===== config.mk =====
export PLATFORM = sky130hd
export DESIGN_NAME = uocs_regs
export DESIGN_NICKNAME = d
export VERILOG_FILES = /design/src/logic/uocs_pkg.sv /design/src/logic/uocs_regs.sv
export VERILOG_INCLUDE_DIRS = /design/src /design/src/logic
export SDC_FILE = /design/constraint.sdc
export NUM_CORES = 1
export LEC_CHECK = 0
export BUFFER_PORTS_ARGS = -buffer_cell sky130_fd_sc_hd__buf_2
export CAP_MARGIN = 20
export CORE_MARGIN = 10
export CORE_UTILIZATION = 59
export DETAILED_ROUTE_END_ITERATION = 10
export PLACE_DENSITY = 0.86
export SLEW_MARGIN = 30
export SYNTH_ARGS = -nofsm -noshare
export SYNTH_HDL_FRONTEND = slang
export SYNTH_SLANG_ARGS = --single-unit

===== constraint.sdc =====
create_clock -name clk_sys_i -period 4.9 [get_ports clk_sys_i]
set_input_delay 1.225 -clock clk_sys_i [delete_from_list [all_inputs] [get_ports clk_sys_i]]
set_output_delay 1.225 -clock clk_sys_i [all_outputs]
set_load 0.05 [all_outputs]

===== src/logic/uocs_params.svh =====
// Register offsets, field positions, token PIDs and timing counts of the USB control block.
`ifndef UOCS_PARAMS_SVH
`define UOCS_PARAMS_SVH

`define UOCS_IDX_STATUS 4'h0
`define UOCS_IDX_CONTROL 4'h1
`define UOCS_IDX_ADDRESS 4'h2
`define UOCS_IDX_FRAME_LOW 4'h3
`define UOCS_IDX_FRAME_HIGH 4'h4
`define UOCS_IDX_TOKEN 4'h5
`define UOCS_IDX_THRESHOLD 4'h6
`define UOCS_IDX_BDT_PAGE1 4'h7
`define UOCS_IDX_EVENTS 4'h8

`define UOCS_CON_J 7
`define UOCS_CON_SE0 6
`define UOCS_CON_HOLD 5
`define UOCS_CON_RESET 4
`define UOCS_CON_HOST 3
`define UOCS_CON_RESUME 2
`define UOCS_CON_PPCLR 1
`define UOCS_CON_ON 0
`define UOCS_ADDR_LS 7
`define UOCS_EVT_DONE 3
`define UOCS_EVT_EOF 1

`define UOCS_PID_OUT 4'h1
`define UOCS_PID_IN 4'h9
`define UOCS_PID_SETUP 4'hD

`define UOCS_QUEUE_DEPTH 4
`define UOCS_CLK_HZ 40000000
`define UOCS_FRAME_US 1000
`define UOCS_FRAME_CYCLES (`UOCS_CLK_HZ / 1000000 * `UOCS_FRAME_US)

`endif


===== src/logic/uocs_pkg.sv =====
// Types shared by the USB control block.
package uocs_pkg;
    typedef struct packed {
        logic [3:0] endpoint;
        logic tx;
        logic odd;
    } uocs_xact_t;

    typedef struct packed {
        logic [3:0] pid;
        logic [3:0] endpoint;
    } uocs_token_t;

    typedef struct packed {
        logic [6:0] address;
        logic low_speed;
        uocs_token_t token;
    } uocs_launch_t;
endpackage


===== src/logic/uocs_regs.sv =====
// Control and status registers of the USB OTG controller with Avalon-MM access.
`timescale 1ns/10ps
`default_nettype none
`include "uocs_params.svh"

module uocs_regs #(
    parameter int FRAME_CYCLES = `UOCS_FRAME_CYCLES,
    parameter int QUEUE_DEPTH = `UOCS_QUEUE_DEPTH
) (
    input wire logic clk_sys_i,
    input wire logic rstn_i,
    input wire logic [3:0] avs_address_i,
    input wire logic avs_read_i,
    input wire logic avs_write_i,
    input wire logic [31:0] avs_writedata_i,
    input wire logic [3:0] avs_byteenable_i,
    output logic [31:0] avs_readdata_o,
    output logic avs_waitrequest_o,
    input wire logic live_j_line_i,
    input wire logic live_se0_i,
    input wire logic xact_done_i,
    input wire uocs_pkg::uocs_xact_t xact_status_i,
    input wire logic setup_rx_i,
    input wire logic sof_rx_i,
    input wire logic [10:0] sof_frame_i,
    input wire logic link_active_i,
    output logic bus_reset_drive_o,
    output logic resume_drive_o,
    output logic resume_eop_o,
    output logic pingpong_pointer_clear_o,
    output logic module_on_o,
    output logic host_logic_reset_o,
    output logic packet_hold_o,
    output logic token_start_o,
    output uocs_pkg::uocs_launch_t token_launch_o,
    output logic frame_start_send_o,
    output logic eof_error_o,
    output logic [7:0] frame_start_threshold_o,
    output logic [7:0] descriptor_table_base_o
);

    // ************************************************************
    // Bus slave
    // ************************************************************
    logic wr_fire;
    logic rd_fire;
    logic lane0;
    logic [7:0] wbyte;

    assign wr_fire = avs_write_i && !avs_waitrequest_o;
    assign rd_fire = avs_read_i && !avs_waitrequest_o;
    assign lane0 = avs_byteenable_i[0];
    assign wbyte = avs_writedata_i[7:0];

    function automatic logic wr_hit(input logic [3:0] idx);
        wr_hit = wr_fire && lane0 && (avs_address_i == idx);
    endfunction

    // Each access waits one cycle so that read data come from a flop.
    always_ff @(posedge clk_sys_i or negedge rstn_i) begin
        if (!rstn_i) begin
            avs_waitrequest_o <= 1'b1;
        end else if ((avs_read_i || avs_write_i) && avs_waitrequest_o) begin
            avs_waitrequest_o <= 1'b0;
        end else begin
            avs_waitrequest_o <= 1'b1;
        end
    end

    // ************************************************************
    // Control register
    // ************************************************************
    logic [7:0] control;
    logic host_en;
    logic token_busy;
    logic packet_hold;

    assign host_en = control[`UOCS_CON_HOST];

    always_ff @(posedge clk_sys_i or negedge rstn_i) begin
        if (!rstn_i) begin
            control <= 8'h00;
        end else if (wr_hit(`UOCS_IDX_CONTROL)) begin
            control <= {2'b00, 1'b0, wbyte[4:0]};
        end
    end

    // A write of the same host enable value leaves the host logic alone.
    always_ff @(posedge clk_sys_i or negedge rstn_i) begin
        if (!rstn_i) begin
            host_logic_reset_o <= 1'b0;
        end else begin
            host_logic_reset_o <= wr_hit(`UOCS_IDX_CONTROL)
                && (wbyte[`UOCS_CON_HOST] != host_en);
        end
    end

    // Software may only clear the hold; the SETUP event wins a same-cycle clear.
    always_ff @(posedge clk_sys_i or negedge rstn_i) begin
        if (!rstn_i) begin
            packet_hold <= 1'b0;
        end else if (!host_en && setup_rx_i) begin
            packet_hold <= 1'b1;
        end else if (wr_hit(`UOCS_IDX_CONTROL) && !host_en && !wbyte[`UOCS_CON_HOLD]) begin
            packet_hold <= 1'b0;
        end
    end

    always_ff @(posedge clk_sys_i or negedge rstn_i) begin
        if (!rstn_i) begin
            bus_reset_drive_o <= 1'b0;
            resume_drive_o <= 1'b0;
            pingpong_pointer_clear_o <= 1'b0;
            module_on_o <= 1'b0;
            packet_hold_o <= 1'b0;
        end else begin
            bus_reset_drive_o <= host_en && control[`UOCS_CON_RESET];
            resume_drive_o <= control[`UOCS_CON_RESUME];
            pingpong_pointer_clear_o <= control[`UOCS_CON_PPCLR];
            module_on_o <= !host_en && control[`UOCS_CON_ON];
            packet_hold_o <= packet_hold;
        end
    end

    // The low-speed end-of-packet follows the drop of resume in host mode only.
    always_ff @(posedge clk_sys_i or negedge rstn_i) begin
        if (!rstn_i) begin
            resume_eop_o <= 1'b0;
        end else begin
            resume_eop_o <= host_en && resume_drive_o && !control[`UOCS_CON_RESUME];
        end
    end

    // ************************************************************
    // Address, threshold and descriptor page
    // ************************************************************
    logic [7:0] device_address;
    logic [7:0] frame_start_threshold;
    logic [7:0] descriptor_page;

    always_ff @(posedge clk_sys_i or negedge rstn_i) begin
        if (!rstn_i) begin
            device_address <= 8'h00;
        end else if (wr_hit(`UOCS_IDX_ADDRESS)) begin
            device_address <= wbyte;
        end
    end

    always_ff @(posedge clk_sys_i or negedge rstn_i) begin
        if (!rstn_i) begin
            frame_start_threshold <= 8'h00;
        end else if (wr_hit(`UOCS_IDX_THRESHOLD)) begin
            frame_start_threshold <= wbyte;
        end
    end

    // Bit 0 is unimplemented so the table stays 512-byte aligned.
    always_ff @(posedge clk_sys_i or negedge rstn_i) begin
        if (!rstn_i) begin
            descriptor_page <= 8'h00;
        end else if (wr_hit(`UOCS_IDX_BDT_PAGE1)) begin
            descriptor_page <= {wbyte[7:1], 1'b0};
        end
    end

    always_ff @(posedge clk_sys_i or negedge rstn_i) begin
        if (!rstn_i) begin
            frame_start_threshold_o <= 8'h00;
            descriptor_table_base_o <= 8'h00;
        end else begin
            frame_start_threshold_o <= frame_start_threshold;
            descriptor_table_base_o <= descriptor_page;
        end
    end

    // ************************************************************
    // Frame number capture
    // ************************************************************
    logic [10:0] frame_number;

    always_ff @(posedge clk_sys_i or negedge rstn_i) begin
        if (!rstn_i) begin
            frame_number <= 11'h000;
        end else if (sof_rx_i) begin
            frame_number <= sof_frame_i;
        end
    end

    // ************************************************************
    // Token command
    // ************************************************************
    uocs_pkg::uocs_token_t token_cmd;
    logic token_ok;

    function automatic logic pid_valid(input logic [3:0] pid);
        pid_valid = (pid == `UOCS_PID_OUT) || (pid == `UOCS_PID_IN)
            || (pid == `UOCS_PID_SETUP);
    endfunction

    // Reserved types and writes while busy are stored but never launched.
    assign token_ok = wr_hit(`UOCS_IDX_TOKEN) && host_en && !token_busy
        && pid_valid(wbyte[7:4]);

    always_ff @(posedge clk_sys_i or negedge rstn_i) begin
        if (!rstn_i) begin
            token_cmd <= '0;
        end else if (wr_hit(`UOCS_IDX_TOKEN)) begin
            token_cmd <= wbyte;
        end
    end

    always_ff @(posedge clk_sys_i or negedge rstn_i) begin
        if (!rstn_i) begin
            token_start_o <= 1'b0;
            token_launch_o <= '0;
        end else begin
            token_start_o <= token_ok;
            if (token_ok) begin
                token_launch_o.address <= device_address[6:0];
                token_launch_o.low_speed <= device_address[`UOCS_ADDR_LS];
                token_launch_o.token <= wbyte;
            end
        end
    end

    // Busy ends with the transaction or with any host enable change.
    always_ff @(posedge clk_sys_i or negedge rstn_i) begin
        if (!rstn_i) begin
            token_busy <= 1'b0;
        end else if (token_ok) begin
            token_busy <= 1'b1;
        end else if (xact_done_i || host_logic_reset_o) begin
            token_busy <= 1'b0;
        end
    end

    // ************************************************************
    // Frame timer
    // ************************************************************
    logic [31:0] frame_cnt;
    logic frame_zero;

    assign frame_zero = (frame_cnt == 32'h0000_0000);

    always_ff @(posedge clk_sys_i or negedge rstn_i) begin
        if (!rstn_i) begin
            frame_cnt <= 32'h0000_0000;
        end else if (!host_en || host_logic_reset_o) begin
            frame_cnt <= 32'(FRAME_CYCLES - 1);
        end else if (frame_zero) begin
            frame_cnt <= 32'(FRAME_CYCLES - 1);
        end else begin
            frame_cnt <= frame_cnt - 32'h0000_0001;
        end
    end

    always_ff @(posedge clk_sys_i or negedge rstn_i) begin
        if (!rstn_i) begin
            frame_start_send_o <= 1'b0;
            eof_error_o <= 1'b0;
        end else begin
            frame_start_send_o <= host_en && frame_zero && control[`UOCS_CON_ON];
            eof_error_o <= host_en && frame_zero && link_active_i;
        end
    end

    // ************************************************************
    // Status queue
    // ************************************************************
    uocs_pkg::uocs_xact_t queue [QUEUE_DEPTH];
    logic [1:0] wr_ptr;
    logic [1:0] rd_ptr;
    logic [2:0] count;
    logic push;
    logic pop;
    logic eof_flag;

    // A full queue drops the newest entry rather than overwrite the head.
    assign push = xact_done_i && (count != 3'(QUEUE_DEPTH));
    assign pop = wr_hit(`UOCS_IDX_EVENTS) && wbyte[`UOCS_EVT_DONE]
        && (count != 3'h0);

    always_ff @(posedge clk_sys_i) begin
        if (push) begin
            queue[wr_ptr] <= xact_status_i;
        end
    end

    always_ff @(posedge clk_sys_i or negedge rstn_i) begin
        if (!rstn_i) begin
            wr_ptr <= 2'h0;
            rd_ptr <= 2'h0;
        end else begin
            if (push) begin
                wr_ptr <= wr_ptr + 2'h1;
            end
            if (pop) begin
                rd_ptr <= rd_ptr + 2'h1;
            end
        end
    end

    // A push in the same cycle as a pop keeps the flag set.
    always_ff @(posedge clk_sys_i or negedge rstn_i) begin
        if (!rstn_i) begin
            count <= 3'h0;
        end else if (push && !pop) begin
            count <= count + 3'h1;
        end else if (pop && !push) begin
            count <= count - 3'h1;
        end
    end

    always_ff @(posedge clk_sys_i or negedge rstn_i) begin
        if (!rstn_i) begin
            eof_flag <= 1'b0;
        end else if (eof_error_o) begin
            eof_flag <= 1'b1;
        end else if (wr_hit(`UOCS_IDX_EVENTS) && wbyte[`UOCS_EVT_EOF]) begin
            eof_flag <= 1'b0;
        end
    end

    // ************************************************************
    // Read data
    // ************************************************************
    logic [7:0] rbyte;
    uocs_pkg::uocs_xact_t head;

    assign head = queue[rd_ptr];

    always_comb begin
        rbyte = 8'h00;
        unique case (avs_address_i)
            `UOCS_IDX_STATUS: begin
                if (count != 3'h0) begin
                    rbyte = {head, 2'b00};
                end
            end
            `UOCS_IDX_CONTROL: begin
                rbyte = control;
                rbyte[`UOCS_CON_J] = live_j_line_i;
                rbyte[`UOCS_CON_SE0] = live_se0_i;
                rbyte[`UOCS_CON_HOLD] = host_en ? token_busy : packet_hold;
            end
            `UOCS_IDX_ADDRESS: rbyte = device_address;
            `UOCS_IDX_FRAME_LOW: rbyte = frame_number[7:0];
            `UOCS_IDX_FRAME_HIGH: rbyte = {5'b00000, frame_number[10:8]};
            `UOCS_IDX_TOKEN: rbyte = token_cmd;
            `UOCS_IDX_THRESHOLD: rbyte = frame_start_threshold;
            `UOCS_IDX_BDT_PAGE1: rbyte = descriptor_page;
            `UOCS_IDX_EVENTS: begin
                rbyte[`UOCS_EVT_DONE] = (count != 3'h0);
                rbyte[`UOCS_EVT_EOF] = eof_flag;
            end
            default: rbyte = 8'h00;
        endcase
    end

    always_ff @(posedge clk_sys_i or negedge rstn_i) begin
        if (!rstn_i) begin
            avs_readdata_o <= 32'h0000_0000;
        end else if ((avs_read_i || avs_write_i) && avs_waitrequest_o) begin
            avs_readdata_o <= {24'h000000, rbyte};
        end
    end

endmodule // uocs_regs
`default_nettype wire


# After elaboration in Yosys (flattened, before gate mapping)
# Memory sizes are Yosys's and may differ from the RTL's.
# Cells that the tools add are included.
[word_totals] elab_cells=119 inputBits=67 out_inout_bits=75 regBits=139 memories=1 ram_bits=24
[op_classes] muxes=20 reduce_logical=48 addsub=5 n_eq_ne=13
[memory_table] name="queue" words=4 word_bits=6 read_ports=1 rd_clocked_by_memory_dff=0 wr=1 line="uocs_regs.sv:270" source="uocs_pkg::uocs_xact_t queue [QUEUE_DEPTH];"
[ops] cell="$mux W32" count=2
[ops] cell="$logic_not A32 Y1" count=1
[ops] cell="$sub A32 B1 Y32 const B" count=1
[ops] cell="$logic_and A1 B1 Y1" count=29
[ops] cell="$pmux W4 S7" count=1
[ops] cell="$eq A4 B3 Y1 const B" count=4
[ops] cell="$pmux W1 S8" count=2
[ops] cell="$eq A4 B4 Y1 const B" count=3
[ops] cell="$mux W1" count=10
[ops] cell="$pmux W1 S9" count=1
[ops] cell="$eq A4 B1 Y1 const B" count=2
[ops] cell="$eq A4 B2 Y1 const B" count=2
[ops] cell="$mux W8" count=1
[ops] cell="$reduce_bool A2 Y1" count=4
[ops] cell="$logic_not A1 Y1" count=7
[ops] cell="$pmux W1 S7" count=1
[ops] cell="$mux W3" count=2
[ops] cell="$logic_or A1 B1 Y1" count=5
[ops] cell="$add A2 B1 Y2 const B" count=2
[ops] cell="$logic_not A4 Y1" count=1
[ops] cell="$add A3 B1 Y3 const B" count=1
[ops] cell="$ne A3 B3 Y1 const B" count=1
[ops] cell="$reduce_bool A3 Y1" count=1
[ops] cell="$sub A3 B1 Y3 const B" count=1
[ops] cell="$ne A1 B1 Y1" count=1

# Logic depth before layout (Yosys ltp)
# Gate-level depths: netlist of the first run.
[logic_depth] depth_word=9 ltp_mapped=11 depth_no_buf=10

# Worst setup path before layout of the first run
# No wires, ideal clock.
[synth_path] path_type="input to register" from="input avs_address_i[0]" to="register count[1]" arrival_time_ns=3.440 stages=9 required_time_ns=4.775 path_slack_ns=1.336 setup_time_ns=0.125 n_path_buf=1 path_cell_list="clkbuf_1 -> or4b_2 -> nor3_1 -> and3_1 -> inv_1 -> ha_1 -> inv_1 -> fa_1 -> mux2_2"
[synth_between] elab_chain_cells=7 word_cells_on_any_way=9 classes_between="eq/ne (1); mux (1); reduce/logical (7)"
[synth_rtl] item="from (decl)" line="uocs_regs.sv:12" source="input wire logic [3:0] avs_address_i,"
[synth_rtl] item="$eq A4 B4 Y1 (*)" line="uocs_regs.sv:56" source="wr_hit = wr_fire && lane0 && (avs_address_i == idx);"
[synth_rtl] item="$logic_and A1 B1 Y1 (*)" line="uocs_regs.sv:56"
[synth_rtl] item="$logic_and A1 B1 Y1 (*) (2 in series)" line="uocs_regs.sv:280" source="assign pop = wr_hit(`UOCS_IDX_EVENTS) && wbyte[`UOCS_EVT_DONE]"
[synth_rtl] item="$logic_not A1 Y1" line="uocs_regs.sv:307" source="end else if (push && !pop) begin"
[synth_rtl] item="$logic_and A1 B1 Y1" line="uocs_regs.sv:307"
[synth_rtl] item="$mux W3 / $reduce_bool A2 Y1 (equally long branches)"
[synth_rtl] item="to (signal assigned)" line="uocs_regs.sv:308" source="count <= count + 3'h1;"
[synth_rtl] item="to (signal assigned)" line="uocs_regs.sv:310" source="count <= count - 3'h1;"
[synth_rtl] item="to (decl)" line="uocs_regs.sv:273" source="logic [2:0] count;"
# Mark *: on every way between the ends. The rest lies on a longest branch, timed or not.
# A chain may end at the register's enable or synchronous reset.

# Worst setup path in the final report of the first run
[layout_path] from="input avs_address_i[0]" to="register token_launch_o[11] (netlist bit)"
[layout_between] elab_chain_cells=5
[layout_rtl] item="$eq A4 B3 Y1" line="uocs_regs.sv:56"
[layout_rtl] item="$logic_and A1 B1 Y1" line="uocs_regs.sv:56"
[layout_rtl] item="$logic_and A1 B1 Y1 (3 in series)" line="uocs_regs.sv:201" source="assign token_ok = wr_hit(`UOCS_IDX_TOKEN) && host_en && !token_busy"
[layout_rtl] item="to (decl)" line="uocs_regs.sv:35" source="output uocs_pkg::uocs_launch_t token_launch_o,"
# Every way passes these cells.

==> results.tsv, run 1 <==
metric	value	unit
outcome	complete, no violations	
worst-case vdd ir drop	0.444	mV
HP Class	reg2reg	
IO Pins	142	
syn_area_per_cell	12.6	sq um
gr ovfl total	0	
#FFs+latches synth	163	
layout cells sized above 1	30.0	%
initial antenna violation count	0	
Starting Density	59.8	%
Setup Total Neg Slack	0	ns
Die Y-Extent	130	um
Clock transition at path regs	0.06	ns
DRT Wirelength	16.9	mm
post-synth top area cell	dfrtp_1	
Worst slew margin	43.5	%
pwr dens	426	nW/um^2
GRT Util Overall	20.3	%
crit path DAT	3.88	ns
largest net degree at the start of global routing	117	
Worst Skew	0.00886	ns
Main synth FF type	dfrtp_1	
vias in the first global route	5106	
critical path class	in2reg	
Final Net Count	727	
first-pass GRT wire length	26.7	mm
Yosys warnings	0	
Ant. Diodes	0	
RSZ-0062 raised after global routing	false	
Seq/Total Area, Yosys	58.9	%
Synth Cell Area	7130	sq um
Final Hold Fails	0	
worst-margin pin slew	0.847	ns
num rows	40	
Post-synth EDFFs	24	
Synth async-reset ratio	85.3	%
Post-CTS Repair Setup Buffers	0	
H-tree Lvls	4	
Lkg Pwr	3.83	nW
die area	16900	sq um
Port Buf Inserts	89	
Via Count	4854	
post_cts resized	0	
drt drc	0	
Critical Path End Type	flip-flop	
DP Cell Count	780	
clock latency at the later pin of the worst-skew pair	0.42	ns
Post-DP HPWL	11.5	mm
Synth cell types	55	
Gate Count Post-Synth	566	
drt pass-1 iters	6	
Synth area leaders	dfrtp_1 (48%), mux2_2 (11%), edfxtp_1 (10%)	
Post-synth top cells	dfrtp_1 (138), mux2_2 (67), nor2_1 (37)	
Die X	130	um
CTS tree	done	
clk buf depth	2	
Max Slew Vio Count	0	
FMAX	280	MHz
Worst Path Required	5.20	ns
endpoints failing setup	0	
GP Congestion	0.938	
Non-Filler Instances	813	
core area	11900	sq um
vias per inst	5.97	
post-route ant nets	0	
DP Worst Slack	0.893	ns
Tot Pwr	3.50	mW
maxcap violations	0	
CP Max Fanout	20	
clk sinks	163	
Num CTS Buffers	17	
# hold bufs at CTS	0	
Initial DRC Count	591	
Startpoint Class	input pin	
CTS Root Cell	clkbuf_16	
Synth top area share	48.5	%
Layout area overhead	15.4	%
most common cell in the netlist	dfrtp_1	
Setup WS post-layout	1.32	ns
drt wl/cell	20.8	um
crit path time final	3.58	ns
fin crit share	73.0	%
[layout by cell type, fill, tap and decap left out, types with 5 or more instances in the layout]
cell	n
a21oi_1	14
a22o_1	5
and2_1	8
and3_1	7
buf_2	88
clkbuf_1	7
clkbuf_16	17
clkbuf_8	5
conb_1	25
dfrtp_1	138
edfxtp_1	24
ha_1	6
inv_1	10
mux2_2	67
mux2i_1	10
mux4_2	6
nand2_1	32
nand2b_1	6
nand3_1	11
nand3b_1	5
nor2_1	37
nor2b_1	11
nor3_1	19
nor4_1	9
o21ai_0	9
or4_1	5
xnor2_1	18
xor2_1	9
[through the flow]
step	util, %	hold WS (ns)	instance area (sq um)
CTS	68.8	0.402	8190
detailed placement	63.7	0.386	7590
floorplan	-	0.365	7220
global route	69.1	0.424	8230
global placement	63.7	0.387	7590
finish	69.1	0.403	8230
[worst paths after layout]
kind                               startpoint                         end  slack (ns)  cells after the start
setup / recovery             avs_address_i[0]          token_launch_o[11]        1.32                      5
hold / removal             descriptor_page[1]  descriptor_table_base_o[1]        0.40                      0
setup reg to reg                frame_cnt[16]                frame_cnt[6]        2.16                      5
hold reg to reg            descriptor_page[1]  descriptor_table_base_o[1]        0.40                      0
max in group asynchronous              rstn_i           avs_waitrequest_o        3.08                      3
min in group asynchronous              rstn_i               frame_cnt[13]        0.71                      1
[metal layers]
layer | vias up | share of wire [%] | track usage, %
met2 | 241 | 49 | 32.3
met5 | - | 0 | 0
met4 | 0 | 1.9 | 7.21
li1 | 2139 | - | -
met3 | 29 | 8.4 | 6.49
met1 | 2445 | 41 | 25.7
[cell families (layout without fill, tap and decap cells)]
kind of cell / count (synthesis) / count (layout) / synth area share, %
flops: 163 / 163 / 58.9
mux: 83 / 83 / 13.9
other cells: 1 / 25 / 0.0526
compound gates: 55 / 55 / 5.20
fa+ha+maj: 7 / 7 / 1.33
simple gates: 171 / 171 / 12.8
buf+inv: 59 / 135 / 4.51
xor+xnor: 27 / 27 / 3.32
[flip-flops by register name, indices dropped and copies added, names as in the netlist, 2 cells and up]
name,count
descriptor_page,7
token_cmd,8
device_address,8
rd_ptr,2
queue,24
control,5
avs_readdata_o,8
count,3
frame_cnt,32
wr_ptr,2
frame_start_threshold_o,8
frame_start_threshold,8
frame_number,11
descriptor_table_base_o,7
token_launch_o,16
[critical path, cell delays in order]
cell     delay, ns
buf_2         0.34
nor2b_1       0.54
and3_1        0.54
and3_1        0.79
mux2_2        0.42
[cell type report]
class | count | area [sq um]
fill | 824 | 3680
multi-input combinational | 368 | 2700
inverter | 10 | 37.5
clock buffer | 28 | 507
sequential | 163 | 4200
tap | 147 | 184
clock inverter | 4 | 95.1
timing repair buffer | 93 | 504
[power by group]
| group | internal (mW) | switching (mW) | leakage [nW] | total [mW] |
|---|---|---|---|---|
| clock | 0.857 | 0.500 | 0.293 | 1.36 |
| sequential | 1.52 | 0.102 | 2.02 | 1.63 |
| combinational | 0.177 | 0.344 | 1.51 | 0.521 |
| total | 2.56 | 0.946 | 3.83 | 3.50 |
(Power assumes the default switching activity.)
==> run 2: changes to the inputs <==
CORE_UTILIZATION = 50   (was 59)
PLACE_DENSITY = 0.77   (was 0.86)
clock period = 3 ns   (was 4.9 ns; I/O delays follow)
==> run 2 against run 1 <==
Effect of this change: count of clock-buffer cells in the layout is 8 lower; power is 63% higher; die area is 15% higher; final area is 1.6% higher; setup slack worse by 0.81 ns; via count is 0.39% lower; non-clock buffer count is 12 higher; register-to-register slack worse by 1.6 ns; clock power is 60% higher; critical path type is now reg2reg; critical endpoint is now frame_cnt[29]; largest power group unchanged.
==> results.tsv, run 2 (synthesis gave the netlist of run 1 again) <==
metric	value	unit
CTS Root Cell	clkbuf_16	
Non-Filler Instances	858	
worst-case vdd ir drop	0.579	mV
CTS tree	done	
outcome	complete, no violations	
endpoints failing setup	0	
core area	13900	sq um
Ant. Diodes	0	
pwr dens	682	nW/um^2
Setup Total Neg Slack	0	ns
drt wl/cell	19.7	um
Post-CTS Repair Setup Buffers	0	
# hold bufs at CTS	0	
post_cts resized	0	
clock latency at the later pin of the worst-skew pair	0.42	ns
clk buf depth	2	
largest registers	frame_cnt x32, queue x24, token_launch_o x16	
Port Buf Inserts	89	
DP Worst Slack	0.119	ns
delay-heaviest family, CP	simple AND/OR/NAND/NOR gates	
WHS	0.258	ns
critical path class	reg2reg	
commonest non-fill, non-tap cell in the layout	dfrtp_1	
Setup WS post-layout	0.514	ns
vias per inst	5.64	
drt drc	0	
DP Cell Count	826	
CP peak stage delay	0.74	ns
crit path DAT	2.79	ns
Worst slew margin	47.9	%
max reg flops	32	
Final Util	60.0	%
largest net degree at the start of global routing	54	
H-tree Lvls	4	
Starting Density	51.1	%
layout cells sized above 1	31.7	%
Layout area overhead	17.3	%
RSZ-0062 raised after global routing	false	
gr ovfl total	0	
Die X	139	um
Via Count	4835	
fin crit share	82.9	%
Final Net Count	739	
Lkg Pwr	3.87	nW
slowest CP cell	or4_1	
GRT Util Overall	17.5	%
Critical Path End Type	flip-flop	
num rows	43	
number of fill cells	1102	
Num CTS Buffers	17	
Initial DRC Count	423	
vias in the first global route	4996	
HP Class	in2async	
first-pass GRT wire length	27.3	mm
CP Max Fanout	10	
Cell Chain, Critical Path	nor3_2 > nand2_1 > or4_1 > o21ai_1 > buf_4 > nor2_1	
drt pass-1 iters	5	
Worst Path Required	3.31	ns
Die Y-Extent	139	um
initial antenna violation count	0	
Startpoint Class	flip-flop	
Biggest register	frame_cnt	
Max Slew Vio Count	0	
clk sinks	163	
die area	19400	sq um
FMAX	402	MHz
worst-margin pin slew	0.781	ns
maxcap violations	0	
Final Hold Fails	0	
Post-DP HPWL	12.2	mm
commonest non-fill, non-tap cells in the layout	dfrtp_1 (138), buf_2 (88), mux2_2 (67), nor2_1 (37), nand2_1 (32)	
Worst Skew	0.00872	ns
post-route ant nets	0	
DRT Wirelength	16.9	mm
crit path buf inv count	1	
IO Pins	142	
crit path time final	2.49	ns
Clock transition at path regs	0.06	ns
GP Congestion	0.899	
## run 2: final timing paths
kind                               startpoint                          to  slack [ns]  cells past startpoint
hold reg to reg            descriptor_page[7]  descriptor_table_base_o[7]        0.40                      0
hold / removal                         rstn_i                frame_cnt[9]        0.26                      1
min in group clk_sys_i     descriptor_page[7]  descriptor_table_base_o[7]        0.40                      0
setup / recovery                frame_cnt[14]               frame_cnt[29]        0.51                      6
max in group asynchronous              rstn_i           token_launch_o[3]        1.88                      2
setup reg to reg                frame_cnt[14]               frame_cnt[29]        0.51                      6
## run 2: worst register-to-register path, stage by stage, from the launching register on
cell and delay [ns]:
dfrtp_1 0.42, nor3_2 0.27, nand2_1 0.23, or4_1 0.74
o21ai_1 0.40, buf_4 0.26, nor2_1 0.07
## run 2: area by class of cell
cell class,count,area (sq um),area share [%]
clock buffers,20,437,5.22
inverters,10,37.5,0.449
clock inverters,12,158,1.89
flip-flops and latches,163,4200,50.3
multi-input cells,368,2700,32.4
repair buffers,105,597,7.14
well taps,180,225,2.69
## run 2: per-layer routing
layer / up-vias / track usage, % / wire [um]
met2: 210 / 26.9 / 7950
met5: - / 0 / 0
met1: 2437 / 22.3 / 7220
li1: 2162 / - / -
met4: 0 / 5.38 / 310
met3: 26 / 6.74 / 1410
## run 2: stage by stage
| step | instance area [sq um] | total power [mW] |
|---|---|---|
| 6_report | 8360 | 5.70 |
| 5_1_grt | 8360 | 5.95 |
| 3_3_place_gp | 7760 | 3.50 |
| 2_1_floorplan | 7230 | 3.27 |
| 3_5_place_dp | 7760 | 3.56 |
| 4_1_cts | 8360 | 5.75 |
## run 2: report_power, final
part | internal [mW] | switching, mW
registers | 2.49 | 0.162
clock network | 1.31 | 0.873
logic | 0.302 | 0.568
==> run 3: changes to the inputs <==
CORE_UTILIZATION = 55   (was 50)
PLACE_DENSITY = 0.81   (was 0.77)
clock period = 2.35 ns   (was 3 ns; I/O delays follow)
==> run 3 against run 2 <==
Effect of this change: critical path depth grew 3; clock skew is 0.0016 ns lower; via count rose by 1.4%; global-route usage increased by 2.3 points; routed wire length is 0.98% higher; clock power increased by 24%; worst hold slack got worse by 0.20 ns; critical path type is now in2reg.
==> results.tsv, run 3 (synthesis gave the netlist of run 1 again) <==
metric	value	unit
Post-DP HPWL	12.3	mm
Reg2Reg Depth	9	
Die Y-Extent	134	um
Biggest register	frame_cnt	
# hold bufs at CTS	0	
drt drc	0	
critical path class	in2reg	
Worst slew margin	57.5	%
GRT Util Overall	19.8	%
Lkg Pwr	3.99	nW
CTS Root Cell	clkbuf_16	
gr ovfl total	0	
layout cells sized above 1	34.9	%
Die X	134	um
Tot Pwr	7.23	mW
worst-case vdd ir drop	0.656	mV
largest registers	frame_cnt x32, queue x24, token_launch_o x16	
IO Pins	142	
Layout area overhead	19.6	%
area of the multi-input gates	2730	sq um
initial antenna violation count	0	
Startpoint Class	input pin	
Setup WS post-layout	0.105	ns
Critical Path End Type	flip-flop	
largest net degree at the start of global routing	56	
Worst Skew	0.00713	ns
Starting Density	56.2	%
Num CTS Buffers	17	
GP Congestion	0.918	
num rows	41	
Via Count	4905	
reg2reg start	count[0]	
number of fill cells	904	
Initial DRC Count	422	
max reg flops	32	
pwr dens	849	nW/um^2
vias in the first global route	5327	
first-pass GRT wire length	27.8	mm
CP startpoint	avs_address_i[1]	
Worst Path Required	2.67	ns
clk buf depth	2	
maxcap violations	0	
crit path time final	2.24	ns
outcome	complete, no violations	
core area	12700	sq um
drt pass-1 iters	5	
Ant. Diodes	0	
Final Hold Fails	0	
CP Max Fanout	2	
die area	17900	sq um
clk sinks	163	
RSZ-0062 raised after global routing	false	
commonest non-fill, non-tap cells in the layout	dfrtp_1 (138), buf_2 (88), mux2_2 (67), nor2_1 (37), buf_4 (34)	
DP Area	7930	sq um
H-tree Lvls	4	
fin area	8520	sq um
DP Worst Slack	-0.392	ns
worst-margin pin slew	0.634	ns
FMAX	445	MHz
post-route ant nets	0	
DRT Wirelength	17.0	mm
clock latency at the later pin of the worst-skew pair	0.44	ns
drt wl/cell	19.6	um
Clock transition at path regs	0.06	ns
Port Buf Inserts	89	
endpoints failing setup	0	
crit path DAT	2.56	ns
vias per inst	5.63	
commonest non-fill, non-tap cell in the layout	dfrtp_1	
fin crit share	95.5	%
sequential standard cell area	4200	sq um
Max Slew Vio Count	0	
Final Net Count	760	
CTS tree	done	
HP Class	in2async	
## run 3: timing repair
action                                  4_1_cts  5_1_grt
setup buffers                                 0        0
gates resized for setup                       0        4
endpoints found under the setup margin        0        5
## run 3: worst max-delay path, cell delays in order
cell and delay [ns]:
buf_2 0.10, or4b_4 0.57, nor3_4 0.14, and3_4 0.20
inv_1 0.05, ha_2 0.17, inv_2 0.05, fa_1 0.40
mux2_2 0.28
## run 3: area by class of cell
| cell class | count | share of cell area [%] |
|---|---|---|
| flip-flops and latches | 163 | 49.3 |
| multi-input cells | 368 | 32.0 |
| repair buffers | 126 | 9.00 |
| clock buffers | 21 | 5.40 |
| well taps | 172 | 2.53 |
| clock inverters | 11 | 1.29 |
| inverters | 10 | 0.441 |
## run 3: metrics by stage
step                      TNS (ns)  std cells  util [%]  hold WS (ns)
after floorplan             -0.401        590         -         0.292
after global placement      -0.487        839      62.6         0.380
after detailed placement    -0.621        839      62.6         0.380
after CTS                        0        871      67.1        0.0602
after global routing             0        871      67.2        0.0719
final                            0        871      67.2        0.0555
## run 3: worst paths after layout
check                                      endpoint  slack, ns
hold reg to reg            pingpong_pointer_clear_o       0.41
setup / recovery                           count[1]       0.11
min in group clk_sys_i                  queue[2][2]       0.38
max in group asynchronous         avs_waitrequest_o       1.67
setup reg to reg                           count[2]       0.14
hold / removal                        frame_cnt[14]       0.06
## run 3: routing by layer
metal	up-vias	share of wire [%]	global-route usage, %
met5	-	0	0
met4	0	1.9	8.65
met3	32	8.6	6.61
met2	200	48	30.9
met1	2465	41	24.5
li1	2208	-	-
## run 3: power breakdown
group	total (mW)	switching, mW	leakage (nW)	internal, mW
sequential	3.38	0.206	2.02	3.18
combinational	1.14	0.733	1.68	0.405
clock	2.71	1.11	0.282	1.60
